--- config.mk ---
export PLATFORM = sky130hd
export DESIGN_NAME = door_diag
export DESIGN_NICKNAME = d
export VERILOG_FILES = /design/src/door_diag_pkg.sv /design/src/door_diag.sv
export SDC_FILE = /design/constraint.sdc
export NUM_CORES = 1
export LEC_CHECK = 0
export BUFFER_PORTS_ARGS = -buffer_cell sky130_fd_sc_hd__clkbuf_2
export CAP_MARGIN = 15
export CORE_AREA = 4 4 216 218
export CTS_CLUSTER_DIAMETER = 30
export DETAILED_ROUTE_END_ITERATION = 16
export DIE_AREA = 0 0 220 222
export GPL_ROUTABILITY_DRIVEN = 0
export GPL_TIMING_DRIVEN = 1
export SYNTH_ARGS = -nofsm -noshare
export SYNTH_HDL_FRONTEND = slang
export SYNTH_SLANG_ARGS = --single-unit
export TNS_END_PERCENT = 20
--- constraint.sdc ---
create_clock -name sys_clk_i -period 6.75 [get_ports sys_clk_i]
set_clock_uncertainty 0.15 [all_clocks]
set_input_delay 1.35 -clock sys_clk_i [delete_from_list [all_inputs] [get_ports sys_clk_i]]
set_output_delay 1.35 -clock sys_clk_i [all_outputs]
set_load 0.1 [all_outputs]
--- src/door_diag_pkg.sv ---
package door_diag_pkg;

  localparam int unsigned CLK_HZ    = 40_000_000;
  localparam int unsigned T_TICK_MS = 1;
  localparam int unsigned MS_CYCLES = CLK_HZ / 1000 * T_TICK_MS;
  localparam logic [9:0]  MS_PER_S  = 10'h3E8;

  localparam logic [3:0] R_SUBST    = 4'h0;
  localparam logic [3:0] R_FREQ_DETECTOR_0     = 4'h1;
  localparam logic [3:0] R_FREQ_DETECTOR_1     = 4'h2;
  localparam logic [3:0] R_AND0_ON  = 4'h3;
  localparam logic [3:0] R_AND0_OFF = 4'h4;
  localparam logic [3:0] R_AND1_ON  = 4'h5;
  localparam logic [3:0] R_AND1_OFF = 4'h6;
  localparam logic [3:0] R_ERM      = 4'h7;
  localparam logic [3:0] R_STATUS   = 4'h8;

  localparam logic [15:0] RST_SUBST = 16'h0302;
  localparam logic        RST_FSEL  = 1'h0;
  localparam logic [15:0] RST_DISC  = 16'h00FA;
  localparam logic [15:0] RST_ERM   = 16'h000A;
  localparam logic [15:0] DISC_MAX  = 16'h03E8;

  localparam int unsigned SUBST_LSB   = 0;
  localparam int unsigned SFERR_LSB   = 8;
  localparam int unsigned SW1_ERR_BIT = 3;
  localparam int unsigned CW1_ACK_BIT = 7;

  localparam logic [15:0] ESTOP_WAIT_S = 16'h0005;
  localparam logic [11:0] FRQ_P0_MS    = 12'h7D0;
  localparam logic [11:0] FRQ_P1_MS    = 12'h3E8;
  localparam logic [11:0] FRQ_TOL_MS   = 12'h064;

  localparam int unsigned NEV = 8;

  typedef enum logic [1:0] {
    CLS_NONE  = 2'h0,
    CLS_INFO  = 2'h1,
    CLS_WARN  = 2'h2,
    CLS_FAULT = 2'h3
  } ev_class_t;

  typedef struct packed {
    ev_class_t  cls;
    logic [7:0] code;
  } ev_t;

  typedef struct packed {
    logic        estop;
    logic        log_en;
    logic [3:0]  prio;
    logic [15:0] wait_s;
    ev_t         ev;
  } ev_desc_t;

  // Event catalogue stub; lower prio value ranks first within a class
  localparam ev_desc_t EV_TAB [NEV] = '{
    '{1'h1, 1'h1, 4'h9, 16'h0005, '{CLS_FAULT, 8'h01}},
    '{1'h0, 1'h1, 4'hC, 16'h003C, '{CLS_FAULT, 8'h03}},
    '{1'h1, 1'h1, 4'h7, 16'h0005, '{CLS_FAULT, 8'h07}},
    '{1'h1, 1'h1, 4'h8, 16'h000A, '{CLS_FAULT, 8'h05}},
    '{1'h0, 1'h1, 4'h2, 16'h0000, '{CLS_WARN,  8'h20}},
    '{1'h0, 1'h0, 4'h5, 16'h0000, '{CLS_WARN,  8'h21}},
    '{1'h0, 1'h0, 4'h1, 16'h0000, '{CLS_INFO,  8'h40}},
    '{1'h0, 1'h0, 4'h2, 16'h0000, '{CLS_INFO,  8'h41}}
  };

endpackage

--- src/door_diag.sv ---
`timescale 1ns/1ps
module door_diag #(
  parameter int unsigned MS_CYCLES = door_diag_pkg::MS_CYCLES
) (
  input  wire logic                          sys_clk_i,
  input  wire logic                          nrst_i,
  input  wire logic                          ce_i,
  input  wire logic [3:0]                    addr_i,
  input  wire logic [15:0]                   wdata_i,
  input  wire logic                          wr_i,
  input  wire logic                          rd_i,
  output logic      [15:0]                   rdata_o,
  input  wire logic [door_diag_pkg::NEV-1:0] ev_active_i,
  input  wire logic                          online_i,
  input  wire logic [15:0]                   control_word_i,
  output logic      [15:0]                   status_word_o,
  input  wire logic                          term_ack_i,
  output logic      [7:0]                    seg_code_o,
  output logic      [7:0]                    event_code_o,
  output logic                               motor_en_o,
  output logic                               door_stop_o,
  output logic                               selftest_req_o,
  input  wire logic                          selftest_done_i,
  output door_diag_pkg::ev_t                 log_entry_o,
  output logic                               log_wr_o,
  input  wire logic [1:0]                    and_a_i,
  input  wire logic [1:0]                    and_b_i,
  input  wire logic [1:0]                    frq_in_i,
  input  wire logic                          erm_in_i,
  output logic      [1:0]                    and_o,
  output logic      [1:0]                    frq_det_o,
  output logic      [3:0]                    subst_show_o,
  output logic      [3:0]                    sf_err_o,
  output logic                               erm_o
);

  localparam int unsigned NEV = door_diag_pkg::NEV;

  typedef enum logic [1:0] {ST_RUN, ST_FAULT, ST_WAIT, ST_TEST} rec_state_t;

  rec_state_t      st_q;
  logic [7:0]      s1_q, s2_q, s3_q;
  logic [31:0]     ms_cnt_q;
  logic [9:0]      sec_cnt_q;
  logic            ms_tick, sec_tick;
  logic [15:0]     cfg_q, erm_dly_q;
  logic [1:0]      fsel_q;
  logic [15:0]     on_dly_q [2];
  logic [15:0]     off_dly_q [2];
  logic [1:0]      disc_q, frq_err_q;
  logic [3:0]      blk_fault;
  logic [15:0]     erm_cnt_q, wait_q, max_wait;
  logic [NEV-1:0]  fault_q, fault_set, pend_q, ev_prev_q, log_rise, grant;
  logic            cw_ack_q, fb_rise, term_rise, ack_take, estop_any;
  door_diag_pkg::ev_t top;
  logic [3:0]      top_prio;
  logic [2:0]      log_idx;

  function automatic logic [15:0] clamp_disc(input logic [15:0] v);
    clamp_disc = (v > door_diag_pkg::DISC_MAX) ? door_diag_pkg::DISC_MAX : v;
  endfunction

  //////////////////////////////////////////////////////////////////////////////
  // Pin synchronisers: {term, erm, frq[1:0], b[1:0], a[1:0]}
  always_ff @(posedge sys_clk_i or negedge nrst_i) begin
    if (!nrst_i) begin
      s1_q <= 8'h00;
      s2_q <= 8'h00;
      s3_q <= 8'h00;
    end else if (ce_i) begin
      s1_q <= {term_ack_i, erm_in_i, frq_in_i, and_b_i, and_a_i};
      s2_q <= s1_q;
      s3_q <= s2_q;
    end
  end

  //////////////////////////////////////////////////////////////////////////////
  // Millisecond and second ticks, realigned on acknowledge
  assign ms_tick  = (ms_cnt_q == MS_CYCLES - 1);
  assign sec_tick = ms_tick && (sec_cnt_q == door_diag_pkg::MS_PER_S - 10'h001);

  always_ff @(posedge sys_clk_i or negedge nrst_i) begin
    if (!nrst_i) begin
      ms_cnt_q  <= 32'h0000_0000;
      sec_cnt_q <= 10'h000;
    end else if (ce_i) begin
      if (ack_take || ms_tick) ms_cnt_q <= 32'h0000_0000;
      else ms_cnt_q <= ms_cnt_q + 32'h0000_0001;
      if (ack_take || sec_tick) sec_cnt_q <= 10'h000;
      else if (ms_tick) sec_cnt_q <= sec_cnt_q + 10'h001;
    end
  end

  //////////////////////////////////////////////////////////////////////////////
  // Register port
  always_ff @(posedge sys_clk_i or negedge nrst_i) begin
    if (!nrst_i) begin
      cfg_q     <= door_diag_pkg::RST_SUBST;
      fsel_q    <= {2{door_diag_pkg::RST_FSEL}};
      on_dly_q  <= '{door_diag_pkg::RST_DISC, door_diag_pkg::RST_DISC};
      off_dly_q <= '{door_diag_pkg::RST_DISC, door_diag_pkg::RST_DISC};
      erm_dly_q <= door_diag_pkg::RST_ERM;
    end else if (ce_i && wr_i) begin
      unique case (addr_i)
        door_diag_pkg::R_SUBST:    cfg_q        <= wdata_i;
        door_diag_pkg::R_FREQ_DETECTOR_0:     fsel_q[0]    <= wdata_i[0];
        door_diag_pkg::R_FREQ_DETECTOR_1:     fsel_q[1]    <= wdata_i[0];
        door_diag_pkg::R_AND0_ON:  on_dly_q[0]  <= clamp_disc(wdata_i);
        door_diag_pkg::R_AND0_OFF: off_dly_q[0] <= clamp_disc(wdata_i);
        door_diag_pkg::R_AND1_ON:  on_dly_q[1]  <= clamp_disc(wdata_i);
        door_diag_pkg::R_AND1_OFF: off_dly_q[1] <= clamp_disc(wdata_i);
        door_diag_pkg::R_ERM:      erm_dly_q    <= wdata_i;
        default: ;
      endcase
    end
  end

  always_ff @(posedge sys_clk_i or negedge nrst_i) begin
    if (!nrst_i) begin
      rdata_o <= 16'h0000;
    end else if (ce_i) begin
      rdata_o <= 16'h0000;
      if (rd_i) begin
        unique case (addr_i)
          door_diag_pkg::R_SUBST:    rdata_o <= cfg_q;
          door_diag_pkg::R_FREQ_DETECTOR_0:     rdata_o <= {15'h0000, fsel_q[0]};
          door_diag_pkg::R_FREQ_DETECTOR_1:     rdata_o <= {15'h0000, fsel_q[1]};
          door_diag_pkg::R_AND0_ON:  rdata_o <= on_dly_q[0];
          door_diag_pkg::R_AND0_OFF: rdata_o <= off_dly_q[0];
          door_diag_pkg::R_AND1_ON:  rdata_o <= on_dly_q[1];
          door_diag_pkg::R_AND1_OFF: rdata_o <= off_dly_q[1];
          door_diag_pkg::R_ERM:      rdata_o <= erm_dly_q;
          door_diag_pkg::R_STATUS:   rdata_o <= {5'h00, |fault_q, st_q, top.code};
          default:                   rdata_o <= 16'h0000;
        endcase
      end
    end
  end

  //////////////////////////////////////////////////////////////////////////////
  // Dual-channel AND blocks and frequency detectors
  for (genvar g = 0; g < 2; g++) begin : g_blk
    logic        agree_q, seen_q;
    logic [15:0] dt_q;
    logic [11:0] per_q, tgt;
    logic        a, b, fin, frise, in_win;

    assign a      = s2_q[g];
    assign b      = s2_q[2+g];
    assign fin    = s2_q[4+g];
    assign frise  = fin && !s3_q[4+g];
    assign tgt    = fsel_q[g] ? door_diag_pkg::FRQ_P1_MS : door_diag_pkg::FRQ_P0_MS;
    assign in_win = (per_q + door_diag_pkg::FRQ_TOL_MS >= tgt)
                 && (per_q <= tgt + door_diag_pkg::FRQ_TOL_MS);

    always_ff @(posedge sys_clk_i or negedge nrst_i) begin
      if (!nrst_i) begin
        agree_q   <= 1'h0;
        dt_q      <= 16'h0000;
        disc_q[g] <= 1'h0;
        and_o[g]  <= 1'h0;
      end else if (ce_i) begin
        if (a != b) begin
          // Off delay if both were high before, on delay otherwise
          if (dt_q >= (agree_q ? off_dly_q[g] : on_dly_q[g])) disc_q[g] <= 1'h1;
          else if (ms_tick) dt_q <= dt_q + 16'h0001;
        end else begin
          dt_q    <= 16'h0000;
          agree_q <= a;
          if (!a) disc_q[g] <= 1'h0;
        end
        and_o[g] <= a && b && !disc_q[g];
      end
    end

    always_ff @(posedge sys_clk_i or negedge nrst_i) begin
      if (!nrst_i) begin
        per_q        <= 12'h000;
        seen_q       <= 1'h0;
        frq_det_o[g] <= 1'h0;
        frq_err_q[g] <= 1'h0;
      end else if (ce_i) begin
        if (frise) begin
          per_q        <= 12'h000;
          seen_q       <= 1'h1;
          frq_det_o[g] <= seen_q && in_win;
          frq_err_q[g] <= seen_q && !in_win;
        end else begin
          if (ms_tick && per_q != 12'hFFF) per_q <= per_q + 12'h001;
          if (per_q > tgt + door_diag_pkg::FRQ_TOL_MS) begin
            frq_det_o[g] <= 1'h0;
            frq_err_q[g] <= seen_q;
          end
        end
      end
    end
  end

  assign blk_fault = {frq_err_q, disc_q};

  always_ff @(posedge sys_clk_i or negedge nrst_i) begin
    if (!nrst_i) begin
      subst_show_o <= 4'h0;
      sf_err_o     <= 4'h0;
    end else if (ce_i) begin
      subst_show_o <= cfg_q[door_diag_pkg::SUBST_LSB +: 4] & blk_fault;
      sf_err_o     <= cfg_q[door_diag_pkg::SFERR_LSB +: 4] & blk_fault;
    end
  end

  //////////////////////////////////////////////////////////////////////////////
  // Emergency release with off delay in seconds
  always_ff @(posedge sys_clk_i or negedge nrst_i) begin
    if (!nrst_i) begin
      erm_o     <= 1'h0;
      erm_cnt_q <= 16'h0000;
    end else if (ce_i) begin
      if (s2_q[6]) begin
        erm_o     <= 1'h1;
        erm_cnt_q <= erm_dly_q;
      end else if (erm_o) begin
        if (erm_cnt_q == 16'h0000) erm_o <= 1'h0;
        else if (sec_tick) erm_cnt_q <= erm_cnt_q - 16'h0001;
      end
    end
  end

  //////////////////////////////////////////////////////////////////////////////
  // Event ranking, wait time and log selection
  always_comb begin
    top       = '{door_diag_pkg::CLS_NONE, 8'h00};
    top_prio  = 4'hF;
    fault_set = '0;
    max_wait  = 16'h0000;
    estop_any = 1'h0;
    log_rise  = '0;
    log_idx   = 3'h0;
    grant     = '0;
    for (int i = NEV - 1; i >= 0; i--) begin
      fault_set[i] = ev_active_i[i] && (door_diag_pkg::EV_TAB[i].ev.cls == door_diag_pkg::CLS_FAULT);
      log_rise[i]  = ev_active_i[i] && !ev_prev_q[i] && door_diag_pkg::EV_TAB[i].log_en
                  && (door_diag_pkg::EV_TAB[i].ev.cls >= door_diag_pkg::CLS_WARN);
      if (pend_q[i]) log_idx = i[2:0];
      if (fault_q[i] || (ev_active_i[i] && !fault_set[i])) begin
        if (door_diag_pkg::EV_TAB[i].ev.cls > top.cls
            || (door_diag_pkg::EV_TAB[i].ev.cls == top.cls
                && door_diag_pkg::EV_TAB[i].prio <= top_prio)) begin
          top      = door_diag_pkg::EV_TAB[i].ev;
          top_prio = door_diag_pkg::EV_TAB[i].prio;
        end
      end
      if (fault_q[i]) begin
        if (door_diag_pkg::EV_TAB[i].wait_s > max_wait) max_wait = door_diag_pkg::EV_TAB[i].wait_s;
        estop_any = estop_any || door_diag_pkg::EV_TAB[i].estop;
      end
    end
    if (estop_any && max_wait < door_diag_pkg::ESTOP_WAIT_S) max_wait = door_diag_pkg::ESTOP_WAIT_S;
    if (|pend_q) grant[log_idx] = 1'h1;
  end

  always_ff @(posedge sys_clk_i or negedge nrst_i) begin
    if (!nrst_i) begin
      ev_prev_q   <= '0;
      pend_q      <= '0;
      log_wr_o    <= 1'h0;
      log_entry_o <= '{door_diag_pkg::CLS_NONE, 8'h00};
    end else if (ce_i) begin
      ev_prev_q <= ev_active_i;
      pend_q    <= (pend_q & ~grant) | log_rise;
      log_wr_o  <= |pend_q;
      if (|pend_q) log_entry_o <= door_diag_pkg::EV_TAB[log_idx].ev;
    end
  end

  //////////////////////////////////////////////////////////////////////////////
  // Fault latch, acknowledge and restart sequence
  assign fb_rise   = control_word_i[door_diag_pkg::CW1_ACK_BIT] && !cw_ack_q;
  assign term_rise = s2_q[7] && !s3_q[7];
  assign ack_take  = (st_q == ST_FAULT)
                  && ((online_i && fb_rise) || term_rise || !online_i);

  always_ff @(posedge sys_clk_i or negedge nrst_i) begin
    if (!nrst_i) begin
      cw_ack_q <= 1'h0;
      fault_q  <= '0;
    end else if (ce_i) begin
      cw_ack_q <= control_word_i[door_diag_pkg::CW1_ACK_BIT];
      fault_q  <= (fault_q & ~{NEV{ack_take}}) | fault_set;
    end
  end

  always_ff @(posedge sys_clk_i or negedge nrst_i) begin
    if (!nrst_i) begin
      st_q           <= ST_RUN;
      wait_q         <= 16'h0000;
      selftest_req_o <= 1'h0;
    end else if (ce_i) begin
      selftest_req_o <= 1'h0;
      unique case (st_q)
        ST_RUN:   if (|fault_q) st_q <= ST_FAULT;
        ST_FAULT: if (ack_take) begin
          st_q   <= ST_WAIT;
          wait_q <= max_wait;
        end
        ST_WAIT:  if (wait_q == 16'h0000) begin
          st_q           <= ST_TEST;
          selftest_req_o <= 1'h1;
        end else if (sec_tick) begin
          wait_q <= wait_q - 16'h0001;
        end
        ST_TEST:  if (selftest_done_i) st_q <= (|fault_q) ? ST_FAULT : ST_RUN;
      endcase
    end
  end

  always_ff @(posedge sys_clk_i or negedge nrst_i) begin
    if (!nrst_i) begin
      motor_en_o    <= 1'h0;
      door_stop_o   <= 1'h0;
      seg_code_o    <= 8'h00;
      event_code_o  <= 8'h00;
      status_word_o <= 16'h0000;
    end else if (ce_i) begin
      motor_en_o    <= (st_q == ST_RUN) && !(|fault_q);
      door_stop_o   <= estop_any;
      seg_code_o    <= top.code;
      event_code_o  <= top.code;
      status_word_o <= 16'h0000;
      status_word_o[door_diag_pkg::SW1_ERR_BIT] <= online_i && |fault_q;
    end
  end
endmodule

==> metrics.yaml <==
synth:
  yosysSeqAreaShare_pct: 46.3
  synth_commonest_cells: "296 x dfrtp_1, 161 x nand2_1, 140 x nor2_1"
  yosys_warnings: 0
  synth_edf_count: 0
  synth_area_um2: 17600
  synth.most_common_cell: "dfrtp_1"
  syn_inst: 1797
  async_reset_ff_share_pct: 100
  syn_area_per_cell_um2: 9.82
  yosysTopAreaCell: "dfrtp_1"
  netlist.area_leader.share_pct: 42.0
  synth.distinct_cells: 81
  netlist_top_cells_area: "dfrtp_1 42%, ha_1 5.0%, dfstp_2 4.3%"
  ys.flop_type: "dfrtp_1"
  ys_ff_latch: 325
routing:
  drt-total-wl_um: 48800
  num_vias: 14326
  route.detailed.drc: 0
  ant_nets: 0
  first_iter_violations: 1082
  first_pass_iters: 5
  avgRoutedWirePerCell_um: 18.9
  vias_per_cell: 5.54
grt:
  grt_pass1_vias: 14279
  use_met1_pct: 27.5
  grt-busiest-layer: "met2"
  grt_max_degree: 122
  grt_overflow: 0
  grtUsageMet2_pct: 31.1
  use_met3_pct: 3.54
  antenna_found_initial: 1
  grt_use_total_pct: 19.9
  grt_first_pass_wirelength_um: 78300
critical_path:
  cp.arrival_ns: 4.85
  criticalPathCategory: "flip-flop to flip-flop"
  end_kind: "flip-flop"
  crit_path_cell_trace: "mux2i_1, ha_1, a2111oi_0, nor3_1, a211oi_1, o211ai_1, or3_1, a21oi_1"
  cpPeakStageDelay_ns: 0.96
  cp-start-kind: "flip-flop"
  r2r-start: "g_blk[0].agree_q"
  worst_path_max_delay_cell: "dfrtp_1"
  required_ns: 7.11
  rr_worst_depth: 8
  r2r_slack_ns: 2.26
  cp_max_fo: 17
  r2r_end: "g_blk[0].dt_q[3]"
sta:
  finalHoldViolations: 0
  tightest_slew_ns: 1.11
  max-slew-margin-rel_pct: 25.7
  setup-violations-final: 0
  fin_setup_tns_ns: 0
  clock.fmax_mhz: 223
  grt_setup_unrepaired: "no"
  drv_slew: 0
  min_period_ns: 4.49
  fin_ws_ns: 2.26
  finalCritPeriodShare_pct: 66.5
pwr:
  ir_worst_vdd_mv: 0.333
  power_density_nw_per_um2: 364
  power.leakage_nw: 9.48
  power_mw: 7.86
worst_hold_path:
  hold_path_end: "pend_q[4]"
  min_path_cells: 1
  hp-class: "flip-flop to flip-flop"
  worstHoldStart: "ev_prev_q[4]"
clocking:
  cts_buffers: 82
  post_cts_resized: 0
  clockRootBuffer: "clkbuf_16"
  clockBufferDepth: 3
  clk_pin_slew_ns: 0.04
  h-tree-depth: 3
  postCtsHoldBufs: 0
  cts_tree: "done"
  clk_latency_ns: 0.60
  cts.sinks: 325
  post_cts_buffers: 0
final_layout:
  drive_gt1_share_pct: 19.1
  final_nets: 2045
  final_core_util_pct: 48.1
  area_growth_pct: 22.5
  nFillCells: 4139
floorplan:
  die_area_um2: 48800
  start_util_pct: 39.3
  ios: 134
  fp-row-count: 78
  fp.dieW_um: 220
  core_um2: 44900
  die_h_um: 222
placement:
  post-dp-hpwl_um: 34100
  io_buffers: 94
  pre_cts_slack_ns: 2.31
job:
  cap_viol_max_count: 0
outcome:
  status: "finished, final reports clean"
==> layer usage <==
layer  part of all wire [%]  routed length [um]  vias to the layer above
met5                      0                   0                        -
li1                       -                   -                     6771
met3                    5.8                2810                       88
met4                    3.4                1650                        0
met2                     46               22500                      391
met1                     45               21900                     7076
==> how the worst max path moves through the flow <==
stage / startpoint / to / slack (ns) / depth (start not counted)
CTS: g_blk[0].agree_q / g_blk[0].dt_q[3] / 2.28 / 8
global placement: g_blk[0].agree_q / g_blk[0].dt_q[3] / 2.41 / 8
finish: g_blk[0].agree_q / g_blk[0].dt_q[3] / 2.26 / 8
floorplan: g_blk[0].agree_q / g_blk[0].dt_q[7] / 3.24 / 11
global route: g_blk[0].agree_q / g_blk[0].dt_q[3] / 1.92 / 8
detailed placement: g_blk[0].agree_q / g_blk[0].dt_q[3] / 2.31 / 8
==> cell families (layout without fill, tap and decap cells) <==
group,after synthesis,after routing,synth area share [%]
AND/OR/NAND/NOR,659,659,19.6
AO/OA/AOI/OAI,391,391,14.5
flip-flops,325,325,46.3
buffers and inverters,177,340,4.50
multiplexers,111,111,6.77
adder cells (fa/ha/maj),73,73,5.26
XOR/XNOR,60,60,2.98
other,1,25,0.0213
==> registers in the layout, indices dropped and copies added (netlist names), 10 cells and up <==
name and flops:
off_dly_q 32, g_blk.dt_q 32, erm_cnt_q 16, rdata_o 16, sec_cnt_q 10, erm_dly_q 16, on_dly_q 32, wait_q 16
cfg_q 16, g_blk.per_q 24, ms_cnt_q 32
==> cell usage in the layout (no fill, tap or decap), drive strengths merged, types with 35 or more instances in the layout <==
cell	netlist	routed
dfrtp	296	296
and2	45	45
inv	70	75
mux2	66	66
nand2	161	161
clkbuf	60	206
ha	71	71
o21ai	118	118
a21oi	76	76
nand3	68	68
xnor2	35	35
nor3	50	50
mux2i	45	45
nor2	140	140
==> where the power goes <==
group / internal, mW / leakage [nW] / switching (mW) / total, mW
combinational: 0.406 / 3.85 / 0.856 / 1.26
clock: 2.90 / 1.44 / 1.23 / 4.13
sequential: 2.20 / 4.19 / 0.269 / 2.47
==> metrics by stage <==
step                hold slack, ns  instance area, um2  cells
finish                       0.303               21600   2584
global route                 0.327               21600   2583
CTS                          0.307               21600   2582
detailed placement           0.301               18600   2428
global placement             0.295               18600   2428
floorplan                    0.285               17700   1820
==> critical path, delay by kind of cell (launching register included) <==
family	cells	cell delay, ns
AO/OA/AOI/OAI	4	2.00
flip-flops	1	0.96
AND/OR/NAND/NOR	2	0.58
multiplexers	1	0.38
adder cells (fa/ha/maj)	1	0.32
==> final cells by class <==
type / count / area (um2) / area share (%)
multi-input cells: 1318 / 8800 / 40.7
flip-flops and latches: 325 / 8170 / 37.8
clock buffers: 114 / 2320 / 10.7
well taps: 600 / 751 / 3.47
repair buffers: 116 / 668 / 3.09
clock inverters: 40 / 638 / 2.95
inverters: 70 / 263 / 1.22
diodes: 1 / 2.50 / 0.0116
Power figures use the tool's default switching activity.
